## src/include/smsa_pkg.sv

```systemverilog
package smsa_pkg;

  // APB register offsets (byte addresses)
  localparam logic [7:0] ADDR_CTRL   = 8'h00;  // Mode, assignment, auto-on
  localparam logic [7:0] ADDR_STATUS = 8'h04;  // Mode, flags, alarm
  localparam logic [7:0] ADDR_ALARM  = 8'h08;  // Alarm cause inputs and panel clear
  localparam logic [7:0] ADDR_LIMIT0 = 8'h10;  // First of eight speed limits
  localparam int         NUM_LIMITS  = 8;      // Internal speed limits 0..7

  // Control register fields
  localparam int CTRL_MODE_LSB  = 0;  // control_mode_parameter, 4 bits
  localparam int CTRL_MODE_W    = 4;
  localparam int CTRL_SP23_BIT  = 4;  // Speed select bits 2 and 3 assigned
  localparam int CTRL_AUTO_SVO  = 5;  // auto_on_parameter: servo-on forced
  localparam int CTRL_AUTO_FEND = 6;  // Forward stroke end forced
  localparam int CTRL_AUTO_REND = 7;  // Reverse stroke end forced

  // Alarm register fields (write)
  localparam int ALM_OC_BIT    = 0;  // Overcurrent cause present
  localparam int ALM_OL1_BIT   = 1;  // Overload 1 cause present
  localparam int ALM_OL2_BIT   = 2;  // Overload 2 cause present
  localparam int ALM_REG_BIT   = 3;  // Regenerative cause present
  localparam int ALM_PANEL_BIT = 4;  // Panel set key on alarm screen

  // Status register fields
  localparam int ST_MODE_LSB  = 0;   // Active mode, 2 bits
  localparam int ST_LIMIT_BIT = 2;   // Speed-limiting flag
  localparam int ST_DIR_LSB   = 3;   // Limit direction, 2 bits
  localparam int ST_ALM_BIT   = 5;   // Alarm active
  localparam int ST_CODE_LSB  = 8;   // Alarm code, 8 bits (BCD major)
  localparam int ST_SEL_LSB   = 16;  // Selected limit index, 3 bits

  // Control mode parameter values
  localparam logic [3:0] PMODE_POS_SPD = 4'h1;
  localparam logic [3:0] PMODE_SPD_TRQ = 4'h3;
  localparam logic [3:0] PMODE_TRQ_POS = 4'h5;

  // Alarm codes, major number in BCD; undervoltage minor digit is 1
  localparam logic [7:0] CODE_NONE  = 8'h00;
  localparam logic [7:0] CODE_UV    = 8'h10;
  localparam logic [7:0] CODE_REGEN = 8'h30;
  localparam logic [7:0] CODE_OC    = 8'h32;
  localparam logic [7:0] CODE_OL1   = 8'h50;
  localparam logic [7:0] CODE_OL2   = 8'h51;
  localparam logic [3:0] MINOR_UV   = 4'h1;

  // Debounce
  localparam int          DEB_TIME_NS = 1000;  // Stable time for contacts
  localparam int          CLK_NS      = 40;    // pclk period
  localparam int          DEB_CYC     = (DEB_TIME_NS + CLK_NS - 1) / CLK_NS;
  localparam logic [4:0]  DEB_MAX     = 5'(DEB_CYC);
  localparam int          NUM_IN      = 12;    // Contact input count

  // Active control mode
  typedef enum logic [1:0] {
    SMSA_POS,
    SMSA_SPD,
    SMSA_TRQ
  } smsa_mode_t;

endpackage : smsa_pkg

```

## src/hw/smsa_core.sv

```systemverilog
// Notes on behaviour
// - Three speed selects index limits 0-7
// - Default assignment: first select picks limit 0/1
// - Direction selects choose forward or reverse limit
// - Flag speed limiting at selected limit
// - Mode 1: change input picks position/speed
// - Position changes only with zero speed at toggle
// - Position to speed clears droop pulses
// - Mode 3: change input picks speed/torque
// - Speed/torque change accepted any time
// - Starts off after speed entry: decelerate stop
// - Mode 5: change input picks torque/position
// - Position to torque clears droop, needs zero
// - Auto-on forces servo-on and stroke ends
// - Alarm shuts power stage off immediately
// - Alarm cleared by reset edge, restart, panel
// - Reset refused while cause persists
// - Codes: overcurrent 32, overloads 50/51, regen 30
// - Supply recovery raises undervoltage 10.1
// - Command pulses ignored during alarm
//
// Chosen here: the APB slave port and the register addresses.
module smsa_core (
  input  wire logic                 pclk,
  input  wire logic                 presetn,
  input  wire logic                 psel,
  input  wire logic                 penable,
  input  wire logic                 pwrite,
  input  wire logic [7:0]           paddr,
  input  wire logic [31:0]          pwdata,
  output logic      [31:0]          prdata,
  output logic                      pready,
  output logic                      pslverr,
  input  wire logic                 speed_select_bit1,
  input  wire logic                 speed_select_bit2,
  input  wire logic                 speed_select_bit3,
  input  wire logic                 forward_direction_select,
  input  wire logic                 reverse_direction_select,
  input  wire logic                 control_change_input,
  input  wire logic                 servo_on_input,
  input  wire logic                 forward_stroke_end_input,
  input  wire logic                 reverse_stroke_end_input,
  input  wire logic                 alarm_reset_input,
  input  wire logic                 forward_rotation_start,
  input  wire logic                 reverse_rotation_start,
  input  wire logic                 zero_speed_flag,
  input  wire logic                 supply_recovered,
  input  wire logic [15:0]          motor_speed,
  input  wire logic                 command_pulse_in,
  output smsa_pkg::smsa_mode_t      active_mode,
  output logic [15:0]               speed_limit,
  output logic                      limit_forward,
  output logic                      limit_reverse,
  output logic                      speed_limiting_flag,
  output logic                      droop_clear,
  output logic                      decel_stop,
  output logic                      drive_enable,
  output logic                      servo_on_eff,
  output logic                      forward_stroke_ok,
  output logic                      reverse_stroke_ok,
  output logic                      command_pulse_out,
  output logic                      alarm_active,
  output logic [7:0]                alarm_code,
  output logic [3:0]                alarm_minor
);
  import smsa_pkg::*;

  // Contact input vector: order fixed here, sync and debounce below
  logic [NUM_IN-1:0] raw_in;
  logic [NUM_IN-1:0] s1, s2, s3;        // Three-stage synchroniser
  logic [NUM_IN-1:0] deb, next_deb;     // Debounced levels
  logic [4:0]        cnt [NUM_IN];      // Per-input stability counters
  logic [4:0]        next_cnt [NUM_IN];

  assign raw_in = {reverse_rotation_start, forward_rotation_start, alarm_reset_input,
                   reverse_stroke_end_input, forward_stroke_end_input, servo_on_input,
                   control_change_input, reverse_direction_select, forward_direction_select,
                   speed_select_bit3, speed_select_bit2, speed_select_bit1};

  // Debounced contact aliases
  logic sel_b1, sel_b2, sel_b3, fwd_sel, rev_sel, chg_in;
  logic svo_in, fwd_end, rev_end, alm_rst, fwd_start, rev_start;
  assign {rev_start, fwd_start, alm_rst, rev_end, fwd_end, svo_in, chg_in, rev_sel, fwd_sel,
          sel_b3, sel_b2, sel_b1} = deb;

  // Debounce: accept new level after DEB_MAX stable cycles
  always_comb begin
    for (int i = 0; i < NUM_IN; i++) begin
      next_deb[i] = deb[i];
      next_cnt[i] = cnt[i];
      if (s2[i] != s3[i] || s3[i] == deb[i]) begin
        next_cnt[i] = '0;
      end else if (cnt[i] == DEB_MAX) begin
        next_deb[i] = s3[i];
        next_cnt[i] = '0;
      end else begin
        next_cnt[i] = cnt[i] + 5'h01;
      end
    end
  end

  // Synchroniser and debounce registers
  always_ff @(posedge pclk or negedge presetn) begin
    if (!presetn) begin
      s1       <= '0;
      s2       <= '0;
      s3       <= '0;
      deb      <= '0;
      for (int i = 0; i < NUM_IN; i++) begin
        cnt[i] <= '0;
      end
    end else begin
      s1       <= raw_in;
      s2       <= s1;
      s3       <= s2;
      deb      <= next_deb;
      for (int i = 0; i < NUM_IN; i++) begin
        cnt[i] <= next_cnt[i];
      end
    end
  end

  // Register file
  logic [7:0]  ctrl, next_ctrl;               // Control register
  logic [3:0]  cause, next_cause;             // Alarm cause levels
  logic        panel_clr;                     // Panel set key pulse
  logic [15:0] limits [NUM_LIMITS];           // Internal speed limits
  logic [15:0] next_limits [NUM_LIMITS];
  logic        wr_en;                         // Write in access phase
  logic [31:0] next_prdata;
  logic [31:0] status;

  assign wr_en     = psel && penable && pwrite;
  assign pready    = 1'b1;                    // Zero wait states
  assign panel_clr = wr_en && paddr == ADDR_ALARM && pwdata[ALM_PANEL_BIT];

  // Function: limit slot for an address, or NUM_LIMITS if none
  function automatic int limit_slot(input logic [7:0] a);
    int k;
    k = NUM_LIMITS;
    for (int j = 0; j < NUM_LIMITS; j++) begin
      if (a == ADDR_LIMIT0 + 8'(4 * j)) begin
        k = j;
      end
    end
    return k;
  endfunction : limit_slot

  // Register writes and read mux
  always_comb begin
    next_ctrl  = ctrl;
    next_cause = cause;
    for (int i = 0; i < NUM_LIMITS; i++) begin
      next_limits[i] = limits[i];
    end
    next_prdata = prdata;
    pslverr     = 1'b0;
    if (psel && penable) begin
      if (paddr == ADDR_CTRL || paddr == ADDR_STATUS || paddr == ADDR_ALARM
          || limit_slot(paddr) < NUM_LIMITS) begin
        pslverr = 1'b0;
      end else begin
        pslverr = 1'b1;                       // Unmapped address
      end
    end
    if (wr_en) begin
      if (paddr == ADDR_CTRL) begin
        next_ctrl = pwdata[7:0];
      end else if (paddr == ADDR_ALARM) begin
        next_cause = pwdata[3:0];
      end else if (limit_slot(paddr) < NUM_LIMITS) begin
        next_limits[limit_slot(paddr)] = pwdata[15:0];
      end
    end
    if (psel && !penable && !pwrite) begin
      // Capture read data in setup so it is stable in access
      if (paddr == ADDR_CTRL) begin
        next_prdata = {24'h0, ctrl};
      end else if (paddr == ADDR_STATUS) begin
        next_prdata = status;
      end else if (paddr == ADDR_ALARM) begin
        next_prdata = {28'h0, cause};
      end else if (limit_slot(paddr) < NUM_LIMITS) begin
        next_prdata = {16'h0, limits[limit_slot(paddr)]};
      end else begin
        next_prdata = '0;
      end
    end
  end

  // Register file storage
  always_ff @(posedge pclk or negedge presetn) begin
    if (!presetn) begin
      ctrl   <= '0;
      cause  <= '0;
      prdata <= '0;
      for (int i = 0; i < NUM_LIMITS; i++) begin
        limits[i] <= '0;
      end
    end else begin
      ctrl   <= next_ctrl;
      cause  <= next_cause;
      prdata <= next_prdata;
      for (int i = 0; i < NUM_LIMITS; i++) begin
        limits[i] <= next_limits[i];
      end
    end
  end

  // Control configuration aliases
  logic [3:0] pmode;
  assign pmode = ctrl[CTRL_MODE_LSB +: CTRL_MODE_W];

  // Auto-on forcing of servo-on and stroke ends
  assign servo_on_eff      = svo_in | ctrl[CTRL_AUTO_SVO];
  assign forward_stroke_ok = fwd_end | ctrl[CTRL_AUTO_FEND];
  assign reverse_stroke_ok = rev_end | ctrl[CTRL_AUTO_REND];

  // Speed limit selection
  logic [2:0] sel;
  always_comb begin
    if (ctrl[CTRL_SP23_BIT]) begin
      sel = {sel_b3, sel_b2, sel_b1};
    end else begin
      sel = {2'b00, sel_b1};
    end
  end

  // Mode selection state
  smsa_mode_t mode, next_mode;
  logic       chg_q, next_chg_q;              // Previous change input
  logic       spd_entry, next_spd_entry;      // Speed mode just entered
  logic       droop, next_droop;
  smsa_mode_t want;                            // Mode asked by change input

  always_comb begin
    case (pmode)
      PMODE_POS_SPD: want = chg_in ? SMSA_SPD : SMSA_POS;
      PMODE_SPD_TRQ: want = chg_in ? SMSA_TRQ : SMSA_SPD;
      PMODE_TRQ_POS: want = chg_in ? SMSA_POS : SMSA_TRQ;
      default:       want = SMSA_POS;
    endcase
  end

  // Mode change sequencing
  always_comb begin
    next_mode      = mode;
    next_chg_q     = chg_in;
    next_droop     = 1'b0;
    next_spd_entry = 1'b0;
    if (pmode == PMODE_SPD_TRQ) begin
      next_mode = want;
    end else if (chg_in != chg_q && zero_speed_flag) begin
      next_mode = want;
    end else if (pmode != PMODE_POS_SPD && pmode != PMODE_TRQ_POS) begin
      next_mode = want;
    end
    if (mode == SMSA_POS && next_mode != SMSA_POS) begin
      next_droop = 1'b1;
    end
    if (mode != SMSA_SPD && next_mode == SMSA_SPD) begin
      next_spd_entry = 1'b1;
    end
  end

  always_ff @(posedge pclk or negedge presetn) begin
    if (!presetn) begin
      mode      <= SMSA_POS;
      chg_q     <= 1'b0;
      droop     <= 1'b0;
      spd_entry <= 1'b0;
    end else begin
      mode      <= next_mode;
      chg_q     <= next_chg_q;
      droop     <= next_droop;
      spd_entry <= next_spd_entry;
    end
  end

  assign active_mode = mode;
  assign droop_clear = droop;
  assign decel_stop  = spd_entry && !fwd_start && !rev_start;

  // Alarm state
  logic       alm, next_alm;
  logic [7:0] code, next_code;
  logic [3:0] minor, next_minor;
  logic       alm_rst_q, next_alm_rst_q;
  logic       clr_req;

  always_comb begin
    next_alm_rst_q = alm_rst;
    clr_req        = (alm_rst && !alm_rst_q) || panel_clr;
    next_alm   = alm;
    next_code  = code;
    next_minor = minor;
    if (!alm) begin
      next_minor = 4'h0;
      if (supply_recovered) begin
        next_alm   = 1'b1;
        next_code  = CODE_UV;
        next_minor = MINOR_UV;
      end else if (cause[ALM_OC_BIT]) begin
        next_alm  = 1'b1;
        next_code = CODE_OC;
      end else if (cause[ALM_OL1_BIT]) begin
        next_alm  = 1'b1;
        next_code = CODE_OL1;
      end else if (cause[ALM_OL2_BIT]) begin
        next_alm  = 1'b1;
        next_code = CODE_OL2;
      end else if (cause[ALM_REG_BIT]) begin
        next_alm  = 1'b1;
        next_code = CODE_REGEN;
      end
    end else if (clr_req && cause == 4'h0 && !supply_recovered) begin
      next_alm   = 1'b0;
      next_code  = CODE_NONE;
      next_minor = 4'h0;
    end
  end

  always_ff @(posedge pclk or negedge presetn) begin
    if (!presetn) begin
      alm   <= 1'b0;
      code  <= CODE_NONE;
      minor <= 4'h0;
      alm_rst_q <= 1'b0;
    end else begin
      alm   <= next_alm;
      code  <= next_code;
      minor <= next_minor;
      alm_rst_q <= next_alm_rst_q;
    end
  end

  assign alarm_active = alm;
  assign alarm_code   = code;
  assign alarm_minor  = minor;
  assign drive_enable = servo_on_eff && !alm && !alm_rst;
  assign command_pulse_out = command_pulse_in && mode == SMSA_POS && !alm;

  // Speed limit output stage
  logic [15:0] lim_q, next_lim;
  logic        fwd_q, rev_q, lim_hit_q, next_fwd, next_rev, next_lim_hit;
  always_comb begin
    next_lim     = limits[sel];
    next_fwd     = mode == SMSA_TRQ && fwd_sel && !rev_sel;
    next_rev     = mode == SMSA_TRQ && !fwd_sel && rev_sel;
    next_lim_hit = mode == SMSA_TRQ && motor_speed >= limits[sel];
  end

  always_ff @(posedge pclk or negedge presetn) begin
    if (!presetn) begin
      lim_q     <= '0;
      fwd_q     <= 1'b0;
      rev_q     <= 1'b0;
      lim_hit_q <= 1'b0;
    end else begin
      lim_q     <= next_lim;
      fwd_q     <= next_fwd;
      rev_q     <= next_rev;
      lim_hit_q <= next_lim_hit;
    end
  end

  assign speed_limit         = lim_q;
  assign limit_forward       = fwd_q;
  assign limit_reverse       = rev_q;
  assign speed_limiting_flag = lim_hit_q;

  assign status = {13'h0, sel, code, 2'b00, alm, rev_q, fwd_q, lim_hit_q, mode};
endmodule : smsa_core

```

## config.mk

```make
export PLATFORM = sky130hd
export DESIGN_NAME = smsa_core
export DESIGN_NICKNAME = d
export VERILOG_FILES = /design/src/include/smsa_pkg.sv /design/src/hw/smsa_core.sv
export SDC_FILE = /design/constraint.sdc
export NUM_CORES = 1
export LEC_CHECK = 0
export ABC_AREA = 1
export BUFFER_PORTS_ARGS = -buffer_cell sky130_fd_sc_hd__buf_2
export CORE_MARGIN = 5
export CORE_UTILIZATION = 40
export DETAILED_ROUTE_END_ITERATION = 16
export HOLD_SLACK_MARGIN = 0.06
export PLACE_DENSITY = 0.66
export SYNTH_ARGS = -nofsm -noshare
export SYNTH_HDL_FRONTEND = slang
export SYNTH_SLANG_ARGS = --single-unit
```

## constraint.sdc

```tcl
create_clock -name pclk -period 5 [get_ports pclk]
set_input_delay 0 -clock pclk [delete_from_list [all_inputs] [get_ports pclk]]
set_output_delay 0 -clock pclk [all_outputs]
set_load 0.03 [all_outputs]
```

# Yosys cells after proc, flatten, opt, wreduce, memory -nomap -nowiden
# Index checks and enable logic that the tools add are counted.
# word_totals
wordCells	308
register_bits	318
inputBits	76
output_inout_bits	75
# op_classes
reduce_logical	72
muxes	90
n_lt_le_gt_ge	8
bitwise_logic	20
n_addsub	12
eq_ne	56
# ops
cell	count
32-bit 2-to-1 mux	23
128-bit bitwise mux	1
5-bit 2-to-1 mux	24
16-bit 2-to-1 mux	7
16-bit binary-select mux with 3-bit select	2
32-bit by 5-bit < comparator with 1-bit output, second input constant	3
32-bit by 4-bit greater-or-equal comparator with 1-bit output, second input constant	2
32-bit inverter	2
5-bit by 1-bit adder with 5-bit output, second input constant	12
5-bit equality test, second input constant	12
8-bit 2-to-1 mux	7
16-bit demux with 3-bit select	1
19-bit 2-to-1 mux	2
8-bit by 5-bit equality test with 1-bit output, second input constant	4
8-bit by 6-bit equality test with 1-bit output, second input constant	4
32-bit by 1-bit < comparator with 1-bit output, second input constant	1
2-bit AND reduction	14
1-bit logical AND	25
16-bit greater-or-equal comparator	1
1-bit logical OR	16
1-bit inverter	14
1-bit 2-to-1 mux	13
1-bit inequality test	13
1-bit equality test	12
25 further kinds	43

# Logic depth before layout (Yosys ltp)
# Gate-level depths: netlist of the first run.
# logic_depth
depth_word	27
ltp_mapped	18
ltp_nobuf	17

# Least setup slack after synthesis of the first run
# No wires, ideal clock.
# synth_path
path_kind	register to register
startpoint	reg deb[0]
endpoint	reg lim_hit_q, in the netlist speed_limiting_flag
path_stages_with_launch	18
required_time_ps	4887
t_arrival_ps	2147
slack_ps	2740
synth_period_minus_slack_ps	2260
cell_sequence	dfrtp_1 buf_2 clkinv_1 clkbuf_1 nor2_1 o22ai_1 inv_1 o21ai_0 inv_1 ha_1 a21oi_1 o21ai_0 nand4_1 o211ai_1 nand2_1 nand3_1 nand2_1 inv_1
# synth_via
elab_chain_cells	7
# synth_lines
item	line	text
start: declaration	smsa_core.sv:71	logic [NUM_IN-1:0] deb, next_deb;
start signal: assignment	smsa_core.sv:116	deb <= next_deb;
3-bit 2-to-1 mux	smsa_core.sv:222	if (ctrl[CTRL_SP23_BIT]) begin
3-bit inverter with 4-bit output	-	
16-bit binary-select mux with 3-bit select	-	
16-bit 2-to-1 mux (2 in series)	-	
named net next_lim[1]	smsa_core.sv:344	logic [15:0] lim_q, next_lim;
16-bit greater-or-equal comparator	smsa_core.sv:350	next_lim_hit = mode == SMSA_TRQ && motor_speed >= limits[sel];
1-bit logical AND	smsa_core.sv:350	
named net next_lim_hit	smsa_core.sv:345	logic fwd_q, rev_q, lim_hit_q, next_fwd, next_rev, next_lim_hit;
end signal: assignment	smsa_core.sv:363	lim_hit_q <= next_lim_hit;
end: declaration	smsa_core.sv:345	
# The timed path passes the listed nets, and every way through them passes these cells. The select of a mux whose other input is x is not followed.
# A chain may end at the register's enable or synchronous reset.

# Final worst setup path of the first run
# layout_path
startpoint	reg ctrl[4]
endpoint	reg lim_hit_q, in the netlist speed_limiting_flag
# layout_via
elab_chain_cells	7
# layout_lines
item	line	text
start: declaration	smsa_core.sv:124	logic [7:0] ctrl, next_ctrl;
start signal: assignment	smsa_core.sv:201	ctrl <= next_ctrl;
3-bit 2-to-1 mux	smsa_core.sv:222	
3-bit inverter with 4-bit output	-	
16-bit binary-select mux with 3-bit select	-	
16-bit 2-to-1 mux (2 in series)	-	
named net next_lim[13]	smsa_core.sv:344	
16-bit greater-or-equal comparator	smsa_core.sv:350	
1-bit logical AND	smsa_core.sv:350	
named net next_lim_hit	smsa_core.sv:345	
# The timed path passes the listed nets, and every way through them passes these cells. The select of a mux whose other input is x is not followed.

==> flow_metrics.env, run 1 <==
export IMPL_reg2reg_setup_slack_ns=1.51
export IMPL_period_needed_ns=3.489
export IMPL_cts_tree="done"
export IMPL_whs_endpoint="prdata[3]$_DFFE_PN0P_"
export IMPL_skew_ns=0.01672
export IMPL_clock_latency_ns=0.52
export IMPL_ioPinCount=151
export IMPL_cap_violations=0
export IMPL_end_kind="flip-flop"
export IMPL_h_tree_depth=2
export IMPL_synth_xor_area_share_pct=2.184
export IMPL_synth_fa_ha_area_share_pct=3.467
export IMPL_placed_cells=2272
export IMPL_post_dp_hpwl_mm=25.95
export IMPL_p_seq_share_pct=45.9
export IMPL_grt_pass1_wl_mm=61.86
export IMPL_period_share_pct=69.79
export IMPL_final_hold_viol_count=0
export IMPL_whs_path_depth=7
export IMPL_synth_area_leader_cell="dfrtp_1"
export IMPL_clock_sinks=299
export IMPL_p_comb_share_pct=7.8
export IMPL_die_w_um=200.0
export IMPL_ys_ff_latch=299
export IMPL_root_buffer="clkbuf_16"
export IMPL_relSlewSlack_pct=33.40
export IMPL_rsz0062_at_grt="no"
export IMPL_synth_top_area_share_pct=51.82
export IMPL_drt_total_wl_mm=38.90
export IMPL_outcome="finished clean"
export IMPL_grt_max_degree=121
export IMPL_rows=69
export IMPL_route_detailed_drc=0
export IMPL_drive_above_1_share_pct=11.58
export IMPL_gr_total_overflow=0
export IMPL_min_path_type="in -> reg"
export IMPL_drtIter0Drc=990
export IMPL_die_area_mm2=0.03999
export IMPL_clkPwrFrac_pct=46.3
export IMPL_cell_internal_pwr_mw=4.176
export IMPL_use_met2_pct=31.24
export IMPL_worstPathArrival_ns=3.95
export IMPL_routed_via_density=5.152
export IMPL_yosys_area_share_simple_pct=21.34
export IMPL_io_buffer_count=114
export IMPL_syn2layout_area_growth_pct=17.17
export IMPL_core_area_mm2=0.03557
export IMPL_clockBufferDepth=3
export IMPL_ctsResizeCount=0
export IMPL_synth_cells=1750
export IMPL_worstSetupPathType="reg -> reg"
export IMPL_vias=12216
export IMPL_final_cell_count_no_fill=2371
export IMPL_crit_path_max_fanout=21
export IMPL_swShare_pct=24.40
export IMPL_power_leakage_nw=8.077
export IMPL_setup_viol=0
export IMPL_r2r_end="speed_limiting_flag$_DFF_PN0_"
export IMPL_globalplace_congestion=0.8570
export IMPL_synth_area_mm2=0.01444
export IMPL_grt_busiest_layer="met2"
export IMPL_holdCritStartpoint="paddr[5]"
export IMPL_seq_area_frac_synth_pct=51.82
export IMPL_antenna_found_initial=2
export IMPL_met3_usage_pct=3.038
export IMPL_first_pass_iters=6
export IMPL_synth_top_family_by_area="simple AND/OR/NAND/NOR gates"
export IMPL_die_height_um=200.0
export IMPL_synth_compound_area_share_pct=13.14
export IMPL_grt_usage_pct=19.32
export IMPL_synth_avg_cell_area_um2=8.250
export IMPL_worst_pin_slew_ns=0.9953
export IMPL_cp_required_ns=5.46
export IMPL_initial_core_util_pct=40.59
export IMPL_start_kind="flip-flop"
export IMPL_wire_per_inst_um=16.41
export IMPL_yosysWarnings=0
export IMPL_muxShareOfSynthArea_pct=0
export IMPL_p_sw_mw=1.348
export IMPL_cellPowerDensity_mw_per_mm2=326.6
export IMPL_postCtsSetupRepairBufs=0
export IMPL_yosysUniqueCellTypes=35
export IMPL_slew_viol_final=0
export IMPL_first_global_vias=11613
export IMPL_fmax_ghz=0.2866
export IMPL_met1_usage_pct=26.01
export IMPL_vdd_ir_drop_worst_mv=0.2191
export IMPL_reg2reg_from="ctrl[4]$_DFFE_PN0P_"
export IMPL_numCtsBuffers=35
export IMPL_ys_top_cells_by_area="dfrtp_1, nand2_1, o21ai_0"
export IMPL_clkTransAtPathRegs_ns=0.06
export IMPL_ff2ff_path_depth=15
export IMPL_finalSetupTns_ns=0
export IMPL_ant_nets=0
export IMPL_fin_nets=1998
cells in the mapped netlist (all sizes together):
cell	n
o31ai	2
nor3b	1
nor4	2
o22ai	29
nand3	103
a221oi	1
clkbuf	53
nand2	407
o21ai	262
xor2	24
a21oi	49
xnor2	12
o211ai	1
a21boi	1
or2	11
nor3	13
a31oi	3
clkinv	3
inv	187
ha	40
buf	37
nand4	34
o21bai	12
conb	2
nor2	162
dfrtp	299
sequential cells by signal (all words and copies together), names as in the netlist, 2 cells and up:
signal,flops
ctrl,8
deb,12
s2,12
active_mode,2
alarm_code,5
limits,128
prdata,19
cause,4
s3,12
s1,12
cnt,60
speed_limit,16
worst max-delay path: stages, from the launching register on:
cell     delay [ns]
dfrtp_1        0.39
nand2_1        0.10
inv_1          0.60
buf_12         0.26
o21ai_0        0.09
o21ai_0        0.17
inv_1          0.06
o21ai_0        0.47
inv_1          0.09
ha_1           0.31
nand3_1        0.11
nor3_1         0.34
nand2_1        0.10
nand3_1        0.19
nand2_1        0.07
inv_1          0.06
metrics by stage:
step	cell area [µm²]	hold WS, ns	util (%)	worst slack, ns	power, mW
floorplan	14510	-0.2956	-	2.740	2.829
global placement	15390	0.1085	43.27	1.535	2.986
detailed placement	15390	0.1096	43.27	1.511	2.998
CTS	16910	0.06320	47.54	1.487	5.592
global route	16920	0.1061	47.56	1.156	5.740
finish	16920	0.09170	47.56	1.511	5.525
worst max path at each step:
stage                              startpoint                            end  slack, ns  depth (start not counted)
after global routing       deb[0]$_DFFE_PN0P_  speed_limiting_flag$_DFF_PN0_       1.16                         15
after floorplan            deb[0]$_DFFE_PN0P_  speed_limiting_flag$_DFF_PN0_       2.74                         17
after global placement    ctrl[4]$_DFFE_PN0P_  speed_limiting_flag$_DFF_PN0_       1.54                         15
after detailed placement  ctrl[4]$_DFFE_PN0P_  speed_limiting_flag$_DFF_PN0_       1.51                         15
final                     ctrl[4]$_DFFE_PN0P_  speed_limiting_flag$_DFF_PN0_       1.51                         15
after CTS                 ctrl[4]$_DFFE_PN0P_  speed_limiting_flag$_DFF_PN0_       1.49                         15
per-layer routing:
metal,up-vias,part of all wire (%)
met2,383,46
met1,5843,43
met3,90,6.3
met4,0,4.2
li1,5900,-
met5,-,0
repair_timing:
item | CTS | global route
hold buffers | 34 | 0
setup endpoints to repair | 0 | 0
hold endpoints to repair | 284 | 0
power by group through the flow:
stage,logic [mW],clock network [mW],registers [mW]
floorplan,0.215,0,2.61
global placement,0.408,0,2.58
detailed placement,0.417,0,2.58
CTS,0.439,2.62,2.54
global route,0.488,2.71,2.54
finish,0.431,2.56,2.54
logic make-up after synthesis:
kind of cell	Yosys count
buf+inv	280
xor+xnor	36
compound gates	360
fa+ha+maj	40
simple gates	733
flops	299
other cells	2
cell type report:
type / instances / area (µm²)
Antenna cell: 2 / 5.005
Fill cell: 3427 / 18650
Inverter: 190 / 713.2
Tap cell: 461 / 576.8
Clock buffer: 51 / 1077
Clock inverter: 12 / 103.9
Multi-Input combinational cell: 1189 / 5868
Sequential cell: 299 / 7483
Timing Repair Buffer: 167 / 1089
placed cells by master, fill, tap and decap left out, types with 34 or more instances in the layout:
cell / instances
nor2_1: 157
inv_1: 185
nand3_1: 96
a21oi_1: 49
ha_1: 40
buf_2: 113
clkbuf_16: 36
dfrtp_1: 298
o21ai_0: 257
dlygate4sd3_1: 34
nand4_1: 34
nand2_1: 407
No activity file was read; power rests on OpenSTA's default activity.
==> run 2, diff against run 1 <==
==> constraint.sdc (replaced) <==
create_clock -name pclk -period 3.4 [get_ports pclk]
set_input_delay 0 -clock pclk [delete_from_list [all_inputs] [get_ports pclk]]
set_output_delay 0 -clock pclk [all_outputs]
set_load 0.03 [all_outputs]
==> run 2 against run 1 <==
  * Wire length grew 2.9%
  * Setup slack lost 1.1 ns
  * Largest cell class unchanged
  * Highest routed layer unchanged
  * Maximum frequency grew 18%
  * Non-clock buffer count grew 25
  * Global-route usage grew 0.40 points
  * Hold slack lost 0.028 ns
  * Register-to-register slack lost 1.1 ns
  * Power grew 50%
  * Combinational power grew 52%
  * First-iteration DRC count grew 3.6%
  * Design area grew 1.8%
==> flow_metrics.env, run 2 (same netlist as run 1, synthesis figures left out) <==
export IMPL_period_needed_ns=2.957
export IMPL_ioPinCount=151
export IMPL_slew_viol_final=0
export IMPL_worst_slack_ns=0.4429
export IMPL_vias=12380
export IMPL_rsz0062_at_grt="no"
export IMPL_power_leakage_nw=8.223
export IMPL_grt_max_degree=115
export IMPL_drtIter0Drc=1026
export IMPL_ant_nets=0
export IMPL_postCtsSetupRepairBufs=0
export IMPL_whs_ns=0.06387
export IMPL_hold_buffers=35
export IMPL_setup_viol=0
export IMPL_finalPower_mw=8.289
export IMPL_h_tree_depth=2
export IMPL_cap_violations=0
export IMPL_numCtsBuffers=35
export IMPL_first_pass_iters=6
export IMPL_clock_latency_ns=0.52
export IMPL_place_area_mm2=0.01566
export IMPL_ff2ff_path_depth=17
export IMPL_die_area_mm2=0.03999
export IMPL_worstPathArrival_ns=3.42
export IMPL_largest_register="limits"
export IMPL_final_cell_mix="nand2_1, dfrtp_1, o21ai_0"
export IMPL_worstSetupPathType="reg -> reg"
export IMPL_die_w_um=200.0
export IMPL_globalplace_congestion=0.8797
export IMPL_grt_usage_pct=19.72
export IMPL_dp_slack_ns=0.4519
export IMPL_cellPowerDensity_mw_per_mm2=481.3
export IMPL_first_global_vias=11786
export IMPL_top_regs="limits x128, cnt x60, prdata x19"
export IMPL_layout_area_seq_mm2=0.007483
export IMPL_worst_pin_slew_ns=0.9680
export IMPL_cp_required_ns=3.86
export IMPL_start_kind="flip-flop"
export IMPL_ctsResizeCount=0
export IMPL_whs_path_depth=8
export IMPL_post_dp_hpwl_mm=26.83
export IMPL_syn2layout_area_growth_pct=19.29
export IMPL_min_path_type="in -> reg"
export IMPL_grt_pass1_wl_mm=62.97
export IMPL_route_detailed_drc=0
export IMPL_clockBufferDepth=3
export IMPL_die_height_um=200.0
export IMPL_clkTransAtPathRegs_ns=0.06
export IMPL_placed_cells=2296
export IMPL_root_buffer="clkbuf_16"
export IMPL_io_buffer_count=114
export IMPL_end_kind="flip-flop"
export IMPL_skew_ns=0.01799
export IMPL_vdd_ir_drop_worst_mv=0.4432
export IMPL_multiInputGateArea_mm2=0.005868
export IMPL_antenna_found_initial=0
export IMPL_cts_tree="done"
export IMPL_relSlewSlack_pct=35.23
export IMPL_fin_nets=2023
export IMPL_largest_reg_flops=128
export IMPL_diodes=0
export IMPL_final_hold_viol_count=0
export IMPL_drive_above_1_share_pct=12.44
export IMPL_final_cell_count_no_fill=2391
export IMPL_postLayoutCellArea_mm2=0.01722
export IMPL_gr_total_overflow=0
export IMPL_drt_total_wl_mm=40.02
export IMPL_fmax_ghz=0.3382
export IMPL_utilization_pct=48.42
export IMPL_period_share_pct=86.97
export IMPL_finalSetupTns_ns=0
export IMPL_initial_core_util_pct=40.59
export IMPL_outcome="finished clean"
export IMPL_rows=69
export IMPL_wire_per_inst_um=16.74
export IMPL_final_common_cell="nand2_1"
export IMPL_layout_filler_cells=3444
export IMPL_crit_path_max_fanout=13
export IMPL_clock_sinks=299
export IMPL_routed_via_density=5.178
export IMPL_core_area_mm2=0.03557
[run 2: cell count changes in the layout (fill, tap and decap cells not counted), moves of 3 or more]
cell / delta
buf_4: +17
clkbuf_8: -5
buf_12: +8
bufinv_16: +3
clkinv_2: -7
clkbuf_1: +3
[run 2: layout make-up]
type	instances	area share (%)
sequential	299	43.45
multi-input combinational	1189	34.07
timing repair buffer	192	7.991
clock buffer	49	5.921
inverter	190	4.141
tap	461	3.349
clock inverter	11	1.075
[run 2: metal layers]
layer	routed length [µm]	vias to the layer above	GRT usage, %
met2	18900	419	32.37
li1	-	5951	-
met5	0	-	0
met1	17150	5905	26.51
met3	2538	105	3.189
met4	1430	0	7.396
[run 2: final timing paths]
kind	start	endpoint	slack, ns
setup / recovery	ctrl[4]$_DFFE_PN0P_	speed_limiting_flag$_DFF_PN0_	0.44
hold / removal	motor_speed[7]	speed_limiting_flag$_DFF_PN0_	0.06
setup reg to reg	ctrl[4]$_DFFE_PN0P_	speed_limiting_flag$_DFF_PN0_	0.44
hold reg to reg	s1[6]$_DFF_PN0_	s2[6]$_DFF_PN0_	0.35
max in group asynchronous	presetn	deb[11]$_DFFE_PN0P_	2.57
min in group asynchronous	presetn	limits[78]$_DFFE_PN0P_	0.09
[run 2: critical path: stages, from the launching register on]
cell	delay, ns
dfrtp_1	0.40
nand2_1	0.12
inv_1	0.41
buf_4	0.24
o21ai_0	0.09
o22ai_1	0.12
inv_1	0.05
o21ai_0	0.43
inv_1	0.09
ha_1	0.31
nand2_1	0.07
inv_1	0.07
nand3_1	0.06
nor3_1	0.14
nand2_1	0.07
nand3_1	0.10
nand2_1	0.05
inv_1	0.07
[run 2: power by group]
part	switching [mW]	internal [mW]	leakage, nW
registers	0.0719	3.66	4.05
clock network	1.49	2.41	0.584
logic	0.443	0.214	3.59
total	2.01	6.28	8.22
